`src/hdl/dfsf_pkg.sv`:
```
/*
 Constants, field layouts and state types for the dual FIFO status flag block.
 Assumes one system clock (pclk, 40 MHz) and an APB master reaching the registers.
*/
// Summary of operation
// Two-stage synchronise every flag into owning port.
// Port A, B and C each own their flags.
// First FIFO near-empty low up to its offset.
// First FIFO near-full low at depth minus offset.
// Second FIFO near-empty uses its own offset.
// Second FIFO near-full uses its own offset.
// Output register word is not counted.
// Fall-through loads first word without a read.
// Mode selects empty/full or ready meaning.
// Output-ready low holds word, ignores reads.
// Empty low holds word, ignores reads.
// Read pointer advances per output register load.
// Fall-through ready and load on third edge.
// Standard empty flag rises on second edge.
// Write-to-read skew decides first sync edge.
// Full/input-ready low only when full; writes ignored.
// Write pointer advances per accepted write.
// Freed location shows on second write edge.
// Read-to-write skew decides first sync edge.
// Near-empty updates two read edges after write.
// Near-full updates two write edges after read.
// Depth parameterised, pointers one bit wider.
package dfsf_pkg;
   localparam int PTR_W = 17;
   localparam int DEPTH_LOG2_DEF = 14;
   localparam int CLK_PERIOD_NS = 25;
   localparam int EMPTY_FULL_SKEW_LIMIT_NS = 5;
   localparam int ALMOST_FLAG_SKEW_LIMIT_NS = 5;
   localparam int EF_SKEW_CYC_RAW = (EMPTY_FULL_SKEW_LIMIT_NS + CLK_PERIOD_NS - 1) / CLK_PERIOD_NS;
   localparam int AF_SKEW_CYC_RAW = (ALMOST_FLAG_SKEW_LIMIT_NS + CLK_PERIOD_NS - 1) / CLK_PERIOD_NS;
   localparam int EF_SKEW_CYC = (EF_SKEW_CYC_RAW < 1) ? 1 : EF_SKEW_CYC_RAW;
   localparam int AF_SKEW_CYC = (AF_SKEW_CYC_RAW < 1) ? 1 : AF_SKEW_CYC_RAW;
   localparam int DL_LEN = (EF_SKEW_CYC > AF_SKEW_CYC) ? EF_SKEW_CYC : AF_SKEW_CYC;

   localparam logic [7:0] OFS_CTRL = 8'h00;
   localparam logic [7:0] OFS_LIMITS1 = 8'h04;
   localparam logic [7:0] OFS_LIMITS2 = 8'h08;
   localparam logic [7:0] OFS_FLAGS = 8'h0C;
   localparam logic [7:0] OFS_FILL1 = 8'h10;
   localparam logic [7:0] OFS_FILL2 = 8'h14;

   localparam int CTRL_FALL_THROUGH_MODE_BIT = 0;
   localparam int LIM_NE_LSB = 0;
   localparam int LIM_NF_LSB = 16;
   localparam int FLAGS_FIFO2_LSB = 4;

   localparam logic RST_FALL_THROUGH_MODE = 1'b0;
   localparam logic [15:0] RST_NEAR_EMPTY_OFS = 16'h0008;
   localparam logic [15:0] RST_NEAR_FULL_OFS = 16'h0008;

   typedef logic [PTR_W-1:0] dfsf_ptr_t;

   typedef struct packed {
      logic [2:0] ck1;
      logic [2:0] ck2;
      logic [2:0] ck3;
      logic [3:0] rq1;
      logic [3:0] rq2;
   } dfsf_pins_t;

   typedef struct packed {
      dfsf_ptr_t wptr;
      dfsf_ptr_t rptr;
      dfsf_ptr_t [DL_LEN-1:0] wdl;
      dfsf_ptr_t ws1;
      dfsf_ptr_t ws2;
      dfsf_ptr_t wa1;
      dfsf_ptr_t [DL_LEN-1:0] rdl;
      dfsf_ptr_t rs1;
      dfsf_ptr_t ra1;
      logic ef;
      logic ae;
      logic af;
      logic ff;
      logic oload;
   } dfsf_fifo_t;

   typedef struct packed {
      dfsf_pins_t pins;
      dfsf_fifo_t [1:0] f;
      logic fall_through_mode;
      logic [1:0][15:0] ne_ofs;
      logic [1:0][15:0] nf_ofs;
      logic [31:0] prdata;
   } dfsf_state_t;
endpackage : dfsf_pkg

```
`src/hdl/dfsf_top.sv`:
```
/*
 Status flag engine for two clocked FIFOs: the first written on port A and read on
 port B, the second written on port C and read on port A, with an APB register file.
 Assumes the three port clocks and all port requests are asynchronous pins that the
 block samples with pclk; port clocks run well below pclk (about 200 ns periods).
*/
`timescale 1ns/1ps
`default_nettype none
module dfsf_top
   import dfsf_pkg::*;
#(
   parameter int DEPTH_LOG2 = DEPTH_LOG2_DEF
) (
   input wire logic pclk, // APB and sampling clock
   input wire logic presetn, // asynchronous reset, active low
   input wire logic psel, // APB select
   input wire logic penable, // APB access phase
   input wire logic pwrite, // APB direction
   input wire logic [7:0] paddr, // APB byte address
   input wire logic [31:0] pwdata, // APB write data
   output logic [31:0] prdata, // APB read data
   output logic pready, // APB ready
   output logic pslverr, // APB error on unmapped address
   input wire logic port_a_clock, // port A clock pin
   input wire logic port_b_clock, // port B clock pin
   input wire logic port_c_clock, // port C clock pin
   input wire logic porta_write_req, // port A write to first FIFO
   input wire logic porta_read_req, // port A read from second FIFO
   input wire logic portb_read_req, // port B read from first FIFO
   input wire logic portc_write_req, // port C write to second FIFO
   output logic porta_empty_or_ready, // second FIFO empty or output ready
   output logic portb_empty_or_ready, // first FIFO empty or output ready
   output logic porta_full_or_input_ready, // first FIFO full or input ready
   output logic portc_full_or_input_ready, // second FIFO full or input ready
   output logic fifo1_near_empty_flag, // first FIFO near empty, port B domain
   output logic fifo2_near_empty_flag, // second FIFO near empty, port A domain
   output logic fifo1_near_full_flag, // first FIFO near full, port A domain
   output logic fifo2_near_full_flag, // second FIFO near full, port C domain
   output logic fifo1_out_load, // pulse: word moved to port B output register
   output logic fifo2_out_load // pulse: word moved to port A output register
);

   localparam dfsf_ptr_t PTR_MASK = dfsf_ptr_t'((18'h0_0001 << (DEPTH_LOG2 + 1)) - 18'h0_0001);
   localparam dfsf_ptr_t DEPTH = dfsf_ptr_t'(18'h0_0001 << DEPTH_LOG2);

   dfsf_state_t s;
   dfsf_state_t next_s;
   logic [1:0] wr_edge;
   logic [1:0] rd_edge;
   logic [1:0] wr_req;
   logic [1:0] rd_req;
   logic [2:0] ck_edge;
   logic apb_wr;
   logic apb_setup;

   // Pointers wrap at twice the depth so empty and full stay distinct.
   function automatic dfsf_ptr_t ptr_inc(input dfsf_ptr_t p);
      ptr_inc = (p + dfsf_ptr_t'(1)) & PTR_MASK;
   endfunction

   function automatic dfsf_ptr_t ptr_diff(input dfsf_ptr_t a, input dfsf_ptr_t b);
      ptr_diff = (a - b) & PTR_MASK;
   endfunction

   function automatic dfsf_ptr_t ofs_ext(input logic [15:0] v);
      ofs_ext = dfsf_ptr_t'(v);
   endfunction

   function automatic logic mapped(input logic [7:0] a);
      mapped = (a == OFS_CTRL) || (a == OFS_LIMITS1) || (a == OFS_LIMITS2) ||
               (a == OFS_FLAGS) || (a == OFS_FILL1) || (a == OFS_FILL2);
   endfunction

   // Edges of the port clocks, found after two sampling stages; stage one feeds only stage two.
   assign ck_edge = s.pins.ck2 & ~s.pins.ck3;
   // First FIFO: written on port A, read on port B; second: written on C, read on A.
   assign wr_edge = {ck_edge[2], ck_edge[0]};
   assign rd_edge = {ck_edge[0], ck_edge[1]};
   assign wr_req = {s.pins.rq2[3], s.pins.rq2[0]};
   assign rd_req = {s.pins.rq2[1], s.pins.rq2[2]};

   assign apb_wr = psel && penable && pwrite;
   assign apb_setup = psel && !penable;

   always_comb begin
      next_s = s;
      next_s.pins.ck1 = {port_c_clock, port_b_clock, port_a_clock};
      next_s.pins.ck2 = s.pins.ck1;
      next_s.pins.ck3 = s.pins.ck2;
      next_s.pins.rq1 = {portc_write_req, portb_read_req, porta_read_req, porta_write_req};
      next_s.pins.rq2 = s.pins.rq1;

      for (int i = 0; i < 2; i++) begin
         next_s.f[i].oload = 1'b0;
         // Pointer ageing lines model the skew limit: a pointer becomes visible to the
         // other port only once it is old enough, else the following edge takes it.
         next_s.f[i].wdl[0] = s.f[i].wptr;
         next_s.f[i].rdl[0] = s.f[i].rptr;
         for (int k = 1; k < DL_LEN; k++) begin
            next_s.f[i].wdl[k] = s.f[i].wdl[k-1];
            next_s.f[i].rdl[k] = s.f[i].rdl[k-1];
         end

         // Read side, on the reading port clock.
         if (rd_edge[i]) begin
            next_s.f[i].ws1 = s.f[i].wdl[EF_SKEW_CYC-1];
            next_s.f[i].ws2 = s.f[i].ws1;
            next_s.f[i].wa1 = s.f[i].wdl[AF_SKEW_CYC-1];
            if (s.fall_through_mode) begin
               // Output-ready state machine: third edge loads the word and raises ready.
               if (!s.f[i].ef || rd_req[i]) begin
                  // The second stage holds the pointer taken two edges ago, so this is edge three.
                  if (ptr_diff(s.f[i].ws2, s.f[i].rptr) != '0) begin
                     next_s.f[i].rptr = ptr_inc(s.f[i].rptr);
                     next_s.f[i].ef = 1'b1;
                     next_s.f[i].oload = 1'b1;
                  end else begin
                     next_s.f[i].ef = 1'b0;
                  end
               end
            end else begin
               // Reads while empty is low are discarded.
               if (s.f[i].ef && rd_req[i]) begin
                  next_s.f[i].rptr = ptr_inc(s.f[i].rptr);
                  next_s.f[i].oload = 1'b1;
               end
               // Empty goes high on the second edge after the write.
               next_s.f[i].ef = (ptr_diff(s.f[i].ws1, next_s.f[i].rptr) != '0);
            end
            // Memory count excludes the output register word.
            next_s.f[i].ae = (ptr_diff(s.f[i].wa1, next_s.f[i].rptr) >
                              ofs_ext(s.ne_ofs[i]));
         end

         // Write side, on the writing port clock.
         if (wr_edge[i]) begin
            next_s.f[i].rs1 = s.f[i].rdl[EF_SKEW_CYC-1];
            next_s.f[i].ra1 = s.f[i].rdl[AF_SKEW_CYC-1];
            if (s.f[i].ff && wr_req[i]) begin
               next_s.f[i].wptr = ptr_inc(s.f[i].wptr);
            end
            // Flag reflects the pointer seen after two edges of the writing clock.
            next_s.f[i].ff = (ptr_diff(next_s.f[i].wptr, s.f[i].rs1) != DEPTH);
            next_s.f[i].af = (ptr_diff(next_s.f[i].wptr, s.f[i].ra1) <
                              (DEPTH - ofs_ext(s.nf_ofs[i])));
         end
      end

      if (apb_wr) begin
         case (paddr)
            OFS_CTRL: begin
               next_s.fall_through_mode = pwdata[CTRL_FALL_THROUGH_MODE_BIT];
            end
            OFS_LIMITS1: begin
               next_s.ne_ofs[0] = pwdata[LIM_NE_LSB +: 16];
               next_s.nf_ofs[0] = pwdata[LIM_NF_LSB +: 16];
            end
            OFS_LIMITS2: begin
               next_s.ne_ofs[1] = pwdata[LIM_NE_LSB +: 16];
               next_s.nf_ofs[1] = pwdata[LIM_NF_LSB +: 16];
            end
            default: begin
            end
         endcase
      end

      // Read data is fetched in the setup phase so it stands registered in the access phase.
      if (apb_setup && !pwrite) begin
         next_s.prdata = 32'h0000_0000;
         case (paddr)
            OFS_CTRL: begin
               next_s.prdata[CTRL_FALL_THROUGH_MODE_BIT] = s.fall_through_mode;
            end
            OFS_LIMITS1: begin
               next_s.prdata = {s.nf_ofs[0], s.ne_ofs[0]};
            end
            OFS_LIMITS2: begin
               next_s.prdata = {s.nf_ofs[1], s.ne_ofs[1]};
            end
            OFS_FLAGS: begin
               next_s.prdata[3:0] = {s.f[0].ff, s.f[0].af, s.f[0].ae, s.f[0].ef};
               next_s.prdata[FLAGS_FIFO2_LSB +: 4] = {s.f[1].ff, s.f[1].af, s.f[1].ae,
                                                      s.f[1].ef};
            end
            OFS_FILL1: begin
               next_s.prdata[PTR_W-1:0] = ptr_diff(s.f[0].wptr, s.f[0].rptr);
            end
            OFS_FILL2: begin
               next_s.prdata[PTR_W-1:0] = ptr_diff(s.f[1].wptr, s.f[1].rptr);
            end
            default: begin
            end
         endcase
      end
   end

   always_ff @(posedge pclk or negedge presetn) begin
      if (!presetn) begin
         s <= '0;
         // Clock pin samples start high so a port clock already high at release is no edge.
         s.pins.ck1 <= 3'h7;
         s.pins.ck2 <= 3'h7;
         s.pins.ck3 <= 3'h7;
         s.fall_through_mode <= RST_FALL_THROUGH_MODE;
         s.ne_ofs <= {RST_NEAR_EMPTY_OFS, RST_NEAR_EMPTY_OFS};
         s.nf_ofs <= {RST_NEAR_FULL_OFS, RST_NEAR_FULL_OFS};
         s.f[0].af <= 1'b1;
         s.f[0].ff <= 1'b1;
         s.f[1].af <= 1'b1;
         s.f[1].ff <= 1'b1;
      end else begin
         s <= next_s;
      end
   end

   assign pready = 1'b1;
   assign pslverr = psel && penable && !mapped(paddr);
   assign prdata = s.prdata;

   assign portb_empty_or_ready = s.f[0].ef;
   assign fifo1_near_empty_flag = s.f[0].ae;
   assign porta_full_or_input_ready = s.f[0].ff;
   assign fifo1_near_full_flag = s.f[0].af;
   assign porta_empty_or_ready = s.f[1].ef;
   assign fifo2_near_empty_flag = s.f[1].ae;
   assign portc_full_or_input_ready = s.f[1].ff;
   assign fifo2_near_full_flag = s.f[1].af;
   assign fifo1_out_load = s.f[0].oload;
   assign fifo2_out_load = s.f[1].oload;

endmodule // dfsf_top
`default_nettype wire

```
`config.mk`:
```
export PLATFORM = sky130hd
export DESIGN_NAME = dfsf_top
export DESIGN_NICKNAME = d
export VERILOG_FILES = /design/src/hdl/dfsf_pkg.sv /design/src/hdl/dfsf_top.sv
export SDC_FILE = /design/constraint.sdc
export NUM_CORES = 1
export LEC_CHECK = 0
export BUFFER_PORTS_ARGS = -buffer_cell sky130_fd_sc_hd__buf_2
export CAP_MARGIN = 20
export CORE_MARGIN = 10
export CORE_UTILIZATION = 30
export DETAILED_ROUTE_END_ITERATION = 6
export MAX_ROUTING_LAYER = met4
export PLACE_DENSITY_LB_ADDON = 0.1
export SYNTH_ARGS = -nofsm -noshare
export SYNTH_HDL_FRONTEND = slang
export SYNTH_SLANG_ARGS = --single-unit
```
`constraint.sdc`:
```
create_clock -name pclk -period 6 [get_ports pclk]
set_input_delay 0.6 -clock pclk [delete_from_list [all_inputs] [get_ports pclk]]
set_output_delay 0.6 -clock pclk [all_outputs]
set_load 0.02 [all_outputs]
```
# Word level (Yosys, flattened, before mapping)
# Index checks and enable logic that the tools add are counted.
[totals]
regBits = 342
mem_bits_ro = 0
mem_count = 0
elab_cells = 133
inputBits = 52
ram_bits = 0
latch_bits = 0
output_inout_bits = 44
[classes]
bitwise_logic = 2
n_addsub = 16
n_div = 0
muxes = 36
n_shift = 0
n_eq_ne = 9
reduce_logical = 31
mul = 0
magnitude_cmp = 4
[op_table]
columns = ["op", "count"]
rows = [
  ["$mux 17", 18],
  ["$sub 15x15->15", 10],
  ["$reduce_bool 17->1", 4],
  ["$add 15x1->15 const B", 4],
  ["$pmux 9 s4", 1],
  ["$pmux 7 s5", 1],
  ["$lt 15x17->1", 2],
  ["$sub 15x16->17 const A", 2],
  ["$gt 15x16->1", 2],
  ["$ne 15x15->1 const B", 2],
  ["$pmux 15 s2", 1],
  ["$eq 8x4->1 const B", 2],
  ["$eq 8x5->1 const B", 2],
  ["$mux 1", 14],
  ["$reduce_and 2->1", 5],
  ["$logic_and 1x1->1", 9],
  ["$eq 8x3->1 const B", 1],
  ["$logic_not 8->1", 1],
  ["$logic_or 1x1->1", 7],
  ["$pmux 1 s6", 1],
  ["$logic_not 1->1", 5],
  ["$ne 2x1->1 const B", 2],
  ["$and 3x3->3", 1],
  ["$not 3->3", 1],
]

# Longest topological paths before layout
# Gate-level depths: netlist of run 1.
[logic_depth]
word_depth = 8
mapped_depth = 33
ltp_nobuf = 30

# Least setup slack after synthesis of run 1
# Ideal clock, no wire load.
[synth_path]
path_type = "register -> register"
start = "register s (netlist bit next_s[301])"
end = "register s (netlist bit fifo2_near_empty_flag)"
required_ns = 5.870
arrival_ns = 6.117
path_slack_ns = -0.247
synth_period_minus_slack_ns = 6.247
setup_ns = 0.130
n_path_buf = 3
path_stages_with_launch = 30
cell_sequence = "dfrtp_1 -> clkbuf_1 -> inv_1 -> ha_1 -> buf_2 -> o21a_1 -> nor2_1 -> xnor2_1 -> or4_1 -> nor4_1 -> a21oi_1 -> nor2_1 -> buf_2 -> xnor2_1 -> ha_1 -> inv_1 -> fa_1 -> a211o_1 -> a21oi_1 -> o21ai_0 -> a21oi_1 -> nor2b_1 -> o21a_1 -> nor4_1 -> o41ai_1 -> xor3_1 -> ha_1 -> nand4b_1 -> o41ai_1 -> o21ai_0"
[synth_between]
elab_chain_len = 8
word_cells_on_any_way = 12
cone_classes = "add/sub: 3; order compare: 1; mux: 7; reduce/logical: 1"
[synth_rtl]
columns = ["element", "line", "source"]
rows = [
  ["from (decl)", "dfsf_top.sv:46", "dfsf_state_t s;"],
  ["from (signal assigned)", "dfsf_top.sv:212", "s <= next_s;"],
  ["$sub 15x15->15 or $add 15x1->15 (tied branches)", "dfsf_top.sv:62, dfsf_top.sv:58", ""],
  ["$reduce_bool 17->1 or $mux 17 (tied branches)", "dfsf_top.sv:113, dfsf_top.sv:123", ""],
  ["$mux 17 (on tied branches)", "dfsf_top.sv:113, dfsf_top.sv:109", ""],
  ["$mux 17 (on tied branches)", "dfsf_top.sv:111, dfsf_top.sv:105", ""],
  ["$mux 17 *", "dfsf_top.sv:109", "if (s.fall_through_mode) begin"],
  ["$mux 17 *", "dfsf_top.sv:105", "if (rd_edge[i]) begin"],
  ["$sub 15x15->15 *", "dfsf_top.sv:62", "ptr_diff = (a - b) & PTR_MASK;"],
  ["$gt 15x16->1 *", "dfsf_top.sv:131", "next_s.f[i].ae = (ptr_diff(s.f[i].wa1, next_s.f[i].rptr) >"],
]
# Mark *: on every way between the ends. The rest lies on a longest branch, timed or not. The select of a mux whose other input is x is not followed.
# A chain may end at the register's enable or synchronous reset.

# Worst setup path in the final report of run 1
[layout_path]
start = "register s (netlist bit next_s[138])"
end = "register s (netlist bit fifo1_near_empty_flag)"
# Same word-level chain as after synthesis.

==> impl_summary.md, run 1 <==
Run status
The run finished with clean final reports.

Worst setup path
The buffer and inverter count on the worst path is 2. STA puts the critical path data required time at 6430 ps. STA classifies the critical path endpoint as a flip-flop. On the critical path the largest part of the delay comes from compound AO/OA/AOI/OAI gates. The critical path start-end classification is flip-flop to flip-flop. The setup slack of the most critical reg-to-reg path is just over 200 ps. Counting cells, the worst reg-to-reg path comes to 30.

On the worst path, the slowest cell contributes a delay of 540 ps. The endpoint of the lowest-slack register-to-register path is fifo1_near_empty_flag. The critical path depth is 30.

The critical path starts at next_s[138]. The kind of start point of the critical path is a flip-flop. The cell with the largest stage delay on the worst path is sky130_fd_sc_hd__or4_4. The source of the worst register-to-register timing path is next_s[138]. The end of the critical path is fifo1_near_empty_flag. The critical path arrival is 6230 ps.

The cell that appears most often on the critical path is sky130_fd_sc_hd__a21o_1. In this run the worst path has a maximum fanout of 3.

Synth
The synthesis-stage register bit count is 334. For this run, asynchronously set or reset flops after synthesis account for 1.000. The number of nets handed over by synthesis was 2633. In this run the mean area of a mapped cell was 9.259 um2. The most used flip-flop cell after synthesis is sky130_fd_sc_hd__dfrtp_1. Counting flops with a built-in enable in the synthesized netlist gives 0.

Yosys printed 0 warnings. Of the synthesized area, sequential elements account for 0.3817. The mapped cell area is 21950 um2. The count of mapped cells out of synthesis is approximately 2.4k.

In this run, distinct cell masters in the synthesized netlist total 80.

STA
Across the routed clock network, the largest skew measured is 22.40 ps. The number of failing hold endpoints at the final stage is 0. Hold timing on the final database bottoms out at a slack of about 67 ps.

The relative slew slack is 0.2388. For this run, the top clock speed supported by timing is ~170 MHz. Setup repair after global routing could not meet its margin everywhere. The total count of max-transition violations in the final report is 0.

The transition time of the tightest slew-check pin is 1139 ps. The post-route clock period utilization is 0.9663. Setup violations remaining at the end of the flow were counted as 0. The minimum period implied by the final worst setup slack is between 5000 and 6000 ps.

Setup slack on the critical path of the routed design comes to 201.9 ps.

Route
In this run, the number of DRC markers left after iteration 0 of detailed routing was 991. The aggregate routed wire length is 73890 um. The number of nets with antenna violations after detailed routing is 0. After detailed routing, the average wire length per cell comes to roughly 21 um. The iteration count of the initial detailed-routing pass is 5. After detailed routing, the number of vias per cell comes to 4.993. After detailed routing, the number of remaining DRC violations is 0. The total via count after detailed routing is 17.67k.

Finish
The most common cell after layout, fill and taps aside is sky130_fd_sc_hd__dfrtp_1. The number of nets in the finished design is 2808. Summing all multi-input logic gate instances after layout gives roughly 13000 um2. Of the cells placed in the final design, the portion with a size suffix greater than 1 is 0.1926. The number of fill cells in the layout is 7408. In the final layout, flip-flops and latches occupy around 8400 um2. The final design utilization is 0.3595. In the layout the commonest cells are 317 x sky130_fd_sc_hd__dfrtp_1, 293 x sky130_fd_sc_hd__nand2_1, 205 x sky130_fd_sc_hd__nor2_1. Relative to the synthesized area, the layout overhead comes to 19.06%.

CTS
The number of clock buffers added by TritonCTS is 42. The tree is rooted in a sky130_fd_sc_hd__clkbuf_16. Clock-pin slew was measured on the worst setup and hold paths at roughly 70 ps.

Counting every sink on the clock net gives 334. The deepest clock path buffer count is 3. TritonCTS built the clock tree. The latest clock arrival within the worst-skew pair is 580 ps. The number of levels the H-tree was split into is 2.

Floorplan
The die outline width is 290.5 um. The floorplan core area is ~73000 um2. The floorplan step defined a die boundary enclosing about 84000 um2. The top-level port count is 96.

For this configuration, the core starts out at a cell density of 0.3019. The height of the chip is 290.5 um. The floorplan has 99 rows.

Pwr
Of the total power, registers draw 0.228. The worst ir drop on vdd is 0.0002136 V. The share of total power in combinational logic is 0.551. Internal power comes to 7007 uW. The share of total power dissipated in the clock network is 0.221. The total power is 11890 uW. Of the total power, the share spent switching nets is 0.4105.

The leakage component of the power is 0.01228 uW. The analysis attributes to net switching a power of 4880 uW. The power per cell area is 454.8 nW/um2.

Placed design
Buffers placed on the I/O ports in this run total between 90 and 100. Routability-driven placement finished with a final weighted congestion of 0.8740. OpenSTA, run right after detailed placement, puts the worst setup slack at -42.78 ps. The estimated wirelength of the detail-placed design is 57090 um.

Hold path
The type of the worst min-delay path is input pin to async pin.

GRT
The number of antenna violations at the first check in global routing is 4. The global-route wire length before repair is 111600 um. Entering global routing, the biggest net connects 122 pins. The number of global-route vias before repair is between 15k and 20k. The global route total overflow is 0. Across every metal layer, demand over resource in global routing totals 0.1745.

Run
Across the run, the number of max-cap violations was 0.
## cells in the mapped netlist, types with 17 or more instances
library cell               number  area (um2)
sky130_fd_sc_hd__clkbuf_1      53       198.9
sky130_fd_sc_hd__nand3_1       43       215.2
sky130_fd_sc_hd__o21ai_0      134       670.6
sky130_fd_sc_hd__xor2_1        70       613.1
sky130_fd_sc_hd__ha_1         204        2552
sky130_fd_sc_hd__nor2b_1       28       175.2
sky130_fd_sc_hd__nor2_1       210       788.3
sky130_fd_sc_hd__nand2b_1      31       193.9
sky130_fd_sc_hd__nand2_1      293        1100
sky130_fd_sc_hd__a211oi_1      22       165.2
sky130_fd_sc_hd__a221oi_1      28       245.2
sky130_fd_sc_hd__o21a_1        34       255.2
sky130_fd_sc_hd__buf_4         36       270.3
sky130_fd_sc_hd__a21oi_1       99       495.5
sky130_fd_sc_hd__mux2_2        64       720.7
sky130_fd_sc_hd__xnor2_1      179        1568
sky130_fd_sc_hd__dfstp_2       17       446.7
sky130_fd_sc_hd__inv_1        132       495.5
sky130_fd_sc_hd__a21o_1        24       180.2
sky130_fd_sc_hd__dfrtp_1      317        7933
sky130_fd_sc_hd__and3_1        17       106.4
sky130_fd_sc_hd__nor3_1        73       365.4
## power groups by stage
stage	sequential (uW)	clock, uW	combinational, uW
2_1_floorplan	2660	0	4250
4_1_cts	2700	2730	6220
5_1_grt	2730	2810	7260
3_3_place_gp	2740	0	6060
3_5_place_dp	2740	0	6140
6_report	2710	2630	6550
## state kept, by name (all words and copies together), names as in the netlist
signal,flops
fifo2_near_full_flag,1
prdata,32
porta_empty_or_ready,1
portc_full_or_input_ready,1
rd_req,2
portb_empty_or_ready,1
porta_full_or_input_ready,1
fifo2_out_load,1
fifo2_near_empty_flag,1
fifo1_near_empty_flag,1
fifo1_out_load,1
fifo1_near_full_flag,1
s,220
next_s,70
## kinds of logic after synthesis
group	share of synthesized area
xor gates and xnor gates	0.1015
and+or+nand+nor	0.1652
other	0.0001708
adders and majority gates	0.1217
muxes	0.04024
buffers and inverters	0.04611
AOI/OAI and AO/OA	0.1433
DFF	0.3817
## per-layer routing
metal	up-vias	part of all wire	global-route usage
met5	-	0	-
met4	0	0.026	0.04653
met3	94	0.039	0.02567
met2	309	0.47	0.2806
met1	8649	0.47	0.2269
li1	8622	-	-
## worst register-to-register path: cells and delay by family (launching register included)
family                   cells  cell delay (ps)
AO/OA/AOI/OAI               18             2970
adder cells (fa/ha/maj)      4             1130
AND/OR/NAND/NOR              4              840
flip-flops                   1              360
XOR/XNOR                     2              220
buffers and inverters        2              100
## worst min path at each step
stage	from	endpoint
after CTS	port_c_clock	next_s[426]
after detailed placement	next_s[415]	rd_req[0]
final	presetn	fifo1_out_load
after global placement	next_s[416]	s[416]
after global routing	port_c_clock	next_s[426]
after floorplan	presetn	fifo1_near_empty_flag
## cell type report
class / instances / area share
multi-input cells: 1805 / 0.5006
diodes: 1 / 0.00009574
repair buffers: 231 / 0.05912
clock buffers: 54 / 0.04462
flip-flops and latches: 334 / 0.3206
clock inverters: 24 / 0.01005
inverters: 132 / 0.01896
well taps: 959 / 0.04591
## through the flow
| step | cells | cell area [um2] | TNS (ps) |
|---|---|---|---|
| 6_report | 3540 | 26140 | 0 |
| 5_1_grt | 3539 | 26130 | -209.8 |
| 4_1_cts | 3532 | 25650 | 0 |
| 3_5_place_dp | 3453 | 24190 | -59.18 |
| 3_3_place_gp | 3453 | 24190 | 0 |
| 2_1_floorplan | 2371 | 22000 | 0 |
## what timing repair did
item                       4_1_cts  5_1_grt
setup endpoints to repair        2        2
setup buffers                    1        7
gates resized for setup          7       90
hold buffers                     0        0
pin swaps                        3       62
(Power assumes the default switching activity.)
==> inputs of run 2 (changes only) <==
==> constraint.sdc (replaced) <==
create_clock -name pclk -period 6 [get_ports pclk]
set_input_delay 1.2 -clock pclk [delete_from_list [all_inputs] [get_ports pclk]]
set_output_delay 1.2 -clock pclk [all_outputs]
set_load 0.02 [all_outputs]
==> run 2 against run 1 <==
Net effect:
- non-clock buffer count increased by 13
- die area stayed put
- flip-flop and latch count is the same
- largest cell class unchanged
- fmax is 1.3% lower
- sequential share of layout area decreased by 0.39 points
- sequential power is essentially flat
- register-to-register slack worse by 80 ps
- power rose by 3.4%
- combinational power grew 2%
- wire length rose by 1.0%
==> impl_summary.md, run 2 (synthesized netlist as in run 1, its figures left out) <==
Floorplan
The height of the chip is 290.5 um (unchanged). The effective utilization at floorplan is 0.3019 (unchanged). The overall die area was 84390 um2 (unchanged). The top-level port count is 96 (unchanged). The floorplan core area is 72710 um2 (unchanged). The number of rows in the core area was 99 (unchanged). The die outline width is 290.5 um (unchanged).

STA
The final worst hold slack is 349.7 ps (+282.9 ps). The relative slew slack is 0.3042 (+0.06542). The final setup violation count was 0 (unchanged). The minimum period implied by the final worst setup slack is 5875 ps (+76.93 ps). The transition time of the tightest slew-check pin is 1038 ps (-101.3 ps). The clock tree skew after final layout is 21.43 ps (-0.9692 ps). Setup repair after global routing could not meet its margin everywhere. The total count of max-transition violations in the final report was 0 (unchanged).

The total negative setup slack is 0 ps (unchanged). The highest clock frequency the design can meet is 170.2 MHz (-1.3%). The post-route clock period utilization is 0.9792 (+0.01282). The number of failing hold endpoints at the final stage is 0 (unchanged).

Route
The number of DRC markers in iteration 0 is 1078 (+8.8%). The routed length on met2 is 35400 um (+2.3%). The detailed route wirelength on metal3 is 2425 um (-17%).

The number of design rule violations left after detail routing was 0 (unchanged). The met1 wire length is 35260 um (+2.4%). The number of vias per cell after detailed routing came to 5.016 (+0.47%). The average routed wire per standard cell is 21.00 um (+0.59%). In this run the top signal layer used is met4. The number of nets with antenna violations after detailed routing came to 0 (unchanged). The total via count after detailed routing is 17.83k (+0.90%). The aggregate routed wire length is 74650 um (+1.0%). The iteration count of the initial detailed-routing pass came to 5 (unchanged).

CTS
The number of levels the H-tree was split into is 2 (unchanged). The number of clock sinks seen by CTS is 334 (unchanged). The latest clock arrival within the worst-skew pair was 580 ps (about the same). The number of clock buffers inserted by TritonCTS is 44 (+4.8%). The number of hold buffers added after CTS is 0 (unchanged).

In this run the clock root is driven by a sky130_fd_sc_hd__clkbuf_16. The clock input transition at the sequential cells of the worst setup and hold paths is 60 ps (about the same). TritonCTS built the clock tree. The deepest clock path buffer count came to 3 (unchanged).

Worst setup path
The largest individual stage delay along the critical path comes from the cell sky130_fd_sc_hd__or4_4. The biggest fanout along the worst timing path is 4 (+1). The buffer and inverter count on the worst path was 3 (+1). The critical path arrival is 6310 ps (+80 ps). The critical path start-end classification is flip-flop to flip-flop. The cell class contributing the biggest share of worst-path delay is compound AO/OA/AOI/OAI gates. Among the stages of the critical path, the cell type that occurs most often is sky130_fd_sc_hd__a21o_1.

The highest cell delay on the worst timing path was 580 ps (+40 ps). The required time at the worst-slack endpoint is 6430 ps (about the same). The kind of start point of the critical path is a flip-flop. The capturing element type of the critical path is a flip-flop.

Finish
The number of flip-flops under the largest register name was 220 (unchanged). Leaving out fill and tap cells, the most frequent cell in the layout is sky130_fd_sc_hd__dfrtp_1. Leaving out fill and tap cells, the most frequent cells in the layout are 317 x sky130_fd_sc_hd__dfrtp_1, 293 x sky130_fd_sc_hd__nand2_1, 205 x sky130_fd_sc_hd__nor2_1. The layout overhead on the synthesized area is 20.51%.

The most flop-heavy register is s. The share of post-route cells with drive strength above 1 was 0.1996 (+0.006979). The final design utilization is 0.3638 (+0.004371).

The number of fill cells in the layout is 7340 (-0.92%). The number of nets in the finished design is 2823 (+0.53%).

Hold path
The tightest min-delay check is of the flip-flop to flip-flop type.

Pwr
The worst ir drop on vdd is 0.0002308 V (+8.1%). The share of total power in combinational logic is 0.542 (-0.009). The leakage component of the power is 0.01244 uW (+1.3%). The switching share of total power is 0.4021 (-0.008439). The power share of the clock group is 0.239 (+0.018). The fraction of power consumed by sequential logic is 0.219 (-0.009). The switching power came to 4942 uW (+1.3%). The internal power is 7349 uW (+4.9%). The power per cell area is 464.6 nW/um2 (+2.1%).

Placed design
The global placer's final weighted congestion was 0.8885 (+1.7%). The count of port buffers added during placement came to 94 (unchanged). The estimated wirelength of the detail-placed design is 57770 um (+1.2%).

GRT
The number of antenna violations at the first check in global routing is 2 (-2). The maximum number of pins on one net before global-route repair is 118 (-3.3%). The global route total overflow is 0 (unchanged). The global-route wire length before repair is 113900 um (+2.1%). The number of global-route vias before repair is 17.92k (+0.82%). The all-layer global routing usage is 0.1769 (+0.002400).

Run
The count of max-cap constraint violations is 0 (unchanged).

Run status
The flow ran to the end, and the final reports show no timing, DRC or antenna violations.
[run 2: cell types whose count changed in the layout (fill, tap and decap cells not counted), sizes merged]
cell,delta
clkbuf,+6
buf,+13
inv,-1
bufinv,+6
clkinvlp,-4
clkinv,-5
[run 2: path summary, 6_finish.rpt]
check	startpoint	to	slack, ps	cells after the start
min in group asynchronous	presetn	s[328]	610	1
worst min-delay path	next_s[416]	s[416]	350	0
max in group asynchronous	presetn	next_s[217]	4150	2
worst min register to register	next_s[416]	s[416]	350	0
worst max register to register	next_s[144]	fifo1_near_empty_flag	120	30
worst max-delay path	next_s[144]	fifo1_near_empty_flag	120	30
[run 2: metrics by stage]
stage	power [uW]	instance area, um2	instances	worst slack (ps)
final	12290	26450	3555	125.0
after global placement	8856	24200	3454	-4.248
after global routing	13200	26450	3554	-136.3
after detailed placement	8941	24210	3455	-80.94
after floorplan	6907	22000	2371	27.50
after CTS	11990	25840	3535	12.98
[run 2: layout make-up]
class | instances | area, um2 | share of cell area
Clock inverter | 20 | 372.9 | 0.01409
Tap cell | 959 | 1200 | 0.04536
Clock buffer | 60 | 1231 | 0.04654
Antenna cell | 1 | 2.502 | 0.00009459
Sequential cell | 334 | 8379 | 0.3167
Timing Repair Buffer | 244 | 1650 | 0.06238
Inverter | 132 | 495.5 | 0.01873
Multi-Input combinational cell | 1805 | 13120 | 0.4961
[run 2: layer usage]
layer,GRT usage,up-vias
met2,0.2891,315
met5,-,-
li1,-,8644
met3,0.02125,79
met1,0.2316,8795
met4,0.04049,0
[run 2: power groups by stage]
stage | Sequential [uW] | Clock (uW) | Combinational, uW
detailed placement | 2730 | 0 | 6210
CTS | 2700 | 3020 | 6270
global placement | 2740 | 0 | 6120
floorplan | 2660 | 0 | 4250
global route | 2720 | 3110 | 7370
finish | 2700 | 2930 | 6660
[run 2: timing repair]
item / CTS / global route
setup endpoints to repair: 2 / 2
pin swaps: 3 / 59
gates resized for setup: 8 / 103
buffers inserted: 0 / 20
==> inputs of run 3 (changes only) <==
==> constraint.sdc (replaced) <==
create_clock -name pclk -period 6 [get_ports pclk]
set_input_delay 0 -clock pclk [delete_from_list [all_inputs] [get_ports pclk]]
set_output_delay 0 -clock pclk [all_outputs]
set_load 0.02 [all_outputs]
==> run 3 against run 2 <==
Net effect:
- clock skew down 4.8 ps
- hold slack got worse by 290 ps
- flip-flop and latch count unchanged
- register-to-register slack better by 30 ps
- clock-buffer cell count down 1
==> impl_summary.md, run 3 (synthesized netlist as in run 1, its figures left out) <==
Floorplan
The floorplan core area was 72710 um2 (unchanged). The overall die area is 84390 um2 (unchanged). The effective utilization at floorplan came to 0.3019 (unchanged). The height of the chip was 290.5 um (unchanged). The number of rows in the core area is 99 (unchanged). The top-level port count is 96 (unchanged). The die outline width is 290.5 um (unchanged).

Finish
Relative to the synthesized area, the layout overhead comes to 20.77%. The library cells used most frequently in the layout, excluding fill and tap cells, are 317 x sky130_fd_sc_hd__dfrtp_1, 293 x sky130_fd_sc_hd__nand2_1, 205 x sky130_fd_sc_hd__nor2_1. The number of fill cells in the layout is 7432 (+1.3%). The number of flip-flops under the largest register name is 220 (unchanged). The number of nets in the finished design is 2854 (+1.1%). The flip-flop and latch area is 8379 um2 (unchanged). The most flop-heavy register is s. The area taken by multi-input logic gates was 13040 um2 (-0.67%). The share of post-route cells with drive strength above 1 is 0.1870 (-0.01264). The library cell used most frequently in the layout, excluding fill and tap cells, is sky130_fd_sc_hd__dfrtp_1. The final design instance area without fill was 26510 um2 (+0.22%).

Pwr
The switching power is 4889 uW (-1.1%). The internal power was 7067 uW (-3.8%). The share of total power in combinational logic is 0.551 (+0.009). The power per cell area was 451.0 nW/um2 (-2.9%). The leakage component of the power was 0.01246 uW (+0.14%). The fraction of power consumed by sequential logic is 0.227 (+0.008).

The worst ir drop on vdd is 0.0002503 V (+8.4%). The switching share of total power is 0.4089 (+0.006846). The power share of the clock group is 0.221 (-0.018).

STA
Setup repair after global routing could not meet its margin everywhere. The total count of max-transition violations in the final report is 0 (unchanged). The relative slew slack is 0.4169 (+0.1127). The post-route clock period utilization is 0.9736 (-0.005599). The transition time of the tightest slew-check pin is 874.7 ps (-163.4 ps). The worst path setup slack after routing is 158.6 ps (+33.59 ps). The highest clock frequency the design can meet is 171.2 MHz (+0.57%). The final setup violation count is 0 (unchanged). The minimum period implied by the final worst setup slack was 5841 ps (-33.59 ps). The number of failing hold endpoints at the final stage is 0 (unchanged). The clock tree skew after final layout was 16.68 ps (-4.754 ps).

GRT
The number of global-route vias before repair was 18.13k (+1.2%). The number of antenna violations at the first check in global routing was 4 (+2). The global-route wire length before repair came to 114000 um (+0.13%).

The maximum number of pins on one net before global-route repair is 122 (+3.4%). The global route total overflow came to 0 (unchanged). The all-layer global routing usage came to 0.1778 (+0.0008923).

Worst setup path
The highest cell delay on the worst timing path is 470 ps (-110 ps). Following the worst setup path forward leads to its endpoint at fifo1_near_empty_flag. The buffer and inverter count on the worst path is 1 (-2). The timing startpoint of the critical path is next_s[136]. The biggest fanout along the worst timing path is 3 (-1). STA classifies the critical path startpoint as a flip-flop. The setup slack of the most critical reg-to-reg path is 160 ps (+30 ps). The slowest stage of the critical path belongs to the cell sky130_fd_sc_hd__or4_4. The critical path arrival came to 6280 ps (-30 ps). The required time at the worst-slack endpoint is 6440 ps (about the same). The critical path depth is 29 (-3.3%). The cell depth of the worst flop-to-flop path is 29 (-3.3%). Counting stages on the worst path, the most repeated cell is sky130_fd_sc_hd__a21o_1. The endpoint identified for the worst register-to-register timing path is fifo1_near_empty_flag.

The source of the worst register-to-register timing path is next_s[136]. STA classifies the critical path endpoint as a flip-flop. The critical path start-end classification is flip-flop to flip-flop. The cell class contributing the biggest share of worst-path delay is compound AO/OA/AOI/OAI gates.

CTS
The deepest clock path buffer count is 3 (unchanged). The number of clock buffers inserted by TritonCTS is 43 (-2.3%). The number of levels the H-tree was split into is 2 (unchanged). The number of clock sinks seen by CTS is 334 (unchanged).

The clock input transition at the sequential cells of the worst setup and hold paths came to 60 ps (about the same). The latest clock arrival within the worst-skew pair is 580 ps (about the same). The clock tree from TritonCTS is built. The tree is rooted in a sky130_fd_sc_hd__clkbuf_16.

Route
The aggregate routed wire length is 74850 um (+0.27%). The number of vias per cell after detailed routing is 4.974 (-0.85%). The number of DRC markers in iteration 0 is 1044 (-3.2%). The number of nets with antenna violations after detailed routing was 0 (unchanged). The iteration count of the initial detailed-routing pass is 5 (unchanged).

The number of design rule violations left after detail routing was 0 (unchanged). The average routed wire per standard cell is 20.87 um (-0.59%). The total via count after detailed routing is 17.84k (+0.011%).

Placed design
The estimated wirelength of the detail-placed design is 57310 um (-0.80%). The placed instance area was 24200 um2 (about the same). The count of port buffers added during placement is 94 (unchanged). The global placer's final weighted congestion is 0.8744 (-1.6%). The post-placement setup slack was -79.73 ps (+1.205 ps).

Hold path
The type of the worst min-delay path is input pin to async pin.

Run status
The flow ran to the end, and the final reports show no timing, DRC or antenna violations.

Run
The count of max-cap constraint violations is 0 (unchanged).
-- run 3: cell count changes in the layout (fill, tap and decap cells not counted), moves of 5 or more --
| cell | previous run | this run |
|---|---|---|
| sky130_fd_sc_hd__bufinv_16 | 9 | 3 |
| sky130_fd_sc_hd__inv_1 | 120 | 125 |
| sky130_fd_sc_hd__dlygate4sd3_1 | 0 | 41 |
| sky130_fd_sc_hd__inv_2 | 12 | 7 |
| sky130_fd_sc_hd__clkinv_2 | 3 | 8 |
| sky130_fd_sc_hd__buf_4 | 143 | 137 |
-- run 3: power groups by stage --
| stage | registers, uW | logic, uW | clock network (uW) |
|---|---|---|---|
| after floorplan | 2660 | 4250 | 0 |
| after global placement | 2740 | 6060 | 0 |
| after detailed placement | 2740 | 6150 | 0 |
| after CTS | 2710 | 6230 | 2740 |
| after global routing | 2740 | 7310 | 2820 |
| final | 2720 | 6590 | 2650 |
-- run 3: layout make-up --
cell class              count  area share
clock inverters            20    0.007929
clock buffers              59     0.04554
well taps                 959     0.04526
multi-input cells        1805      0.4917
inverters                 132     0.01869
flip-flops and latches    334      0.3161
repair buffers            276     0.07476
diodes                      1  0.00009439
-- run 3: worst min-delay path by stage --
stage,slack [ps],depth (start not counted),endpoint,start
floorplan,-300,0,fifo1_near_empty_flag,presetn
global placement,110,1,fifo1_out_load,presetn
detailed placement,110,1,fifo1_out_load,presetn
CTS,30,2,next_s[416],portc_write_req
global route,60,2,next_s[416],portc_write_req
finish,60,2,fifo1_out_load,presetn
-- run 3: repair_timing --
action | in CTS | in global routing
endpoints found under the setup margin | 2 | 2
pin swaps | 4 | 57
resized for setup | 6 | 80
hold buffers | 41 | 0
buffers inserted | 0 | 10
endpoints found under the hold margin | 170 | 0
-- run 3: stage by stage --
| stage | setup TNS (ps) | utilization | hold slack [ps] | std cells | power, uW |
|---|---|---|---|---|---|
| finish | 0 | 0.3646 | 56.97 | 3586 | 11960 |
| global route | -150.2 | 0.3646 | 55.69 | 3586 | 12860 |
| CTS | 0 | 0.3584 | 28.00 | 3574 | 11680 |
| detailed placement | -79.73 | 0.3328 | 106.2 | 3454 | 8887 |
| global placement | 0 | 0.3328 | 105.1 | 3454 | 8801 |
| floorplan | 0 | - | -295.6 | 2371 | 6907 |
-- run 3: metal layers --
metal / vias up / GRT usage / wire (um) / share of wire
met5: - / - / 0 / 0
met4: 0 / 0.05219 / 2133 / 0.028
met3: 100 / 0.02178 / 2375 / 0.032
met2: 305 / 0.2829 / 35180 / 0.47
met1: 8716 / 0.2345 / 35160 / 0.47
li1: 8714 / - / - / -
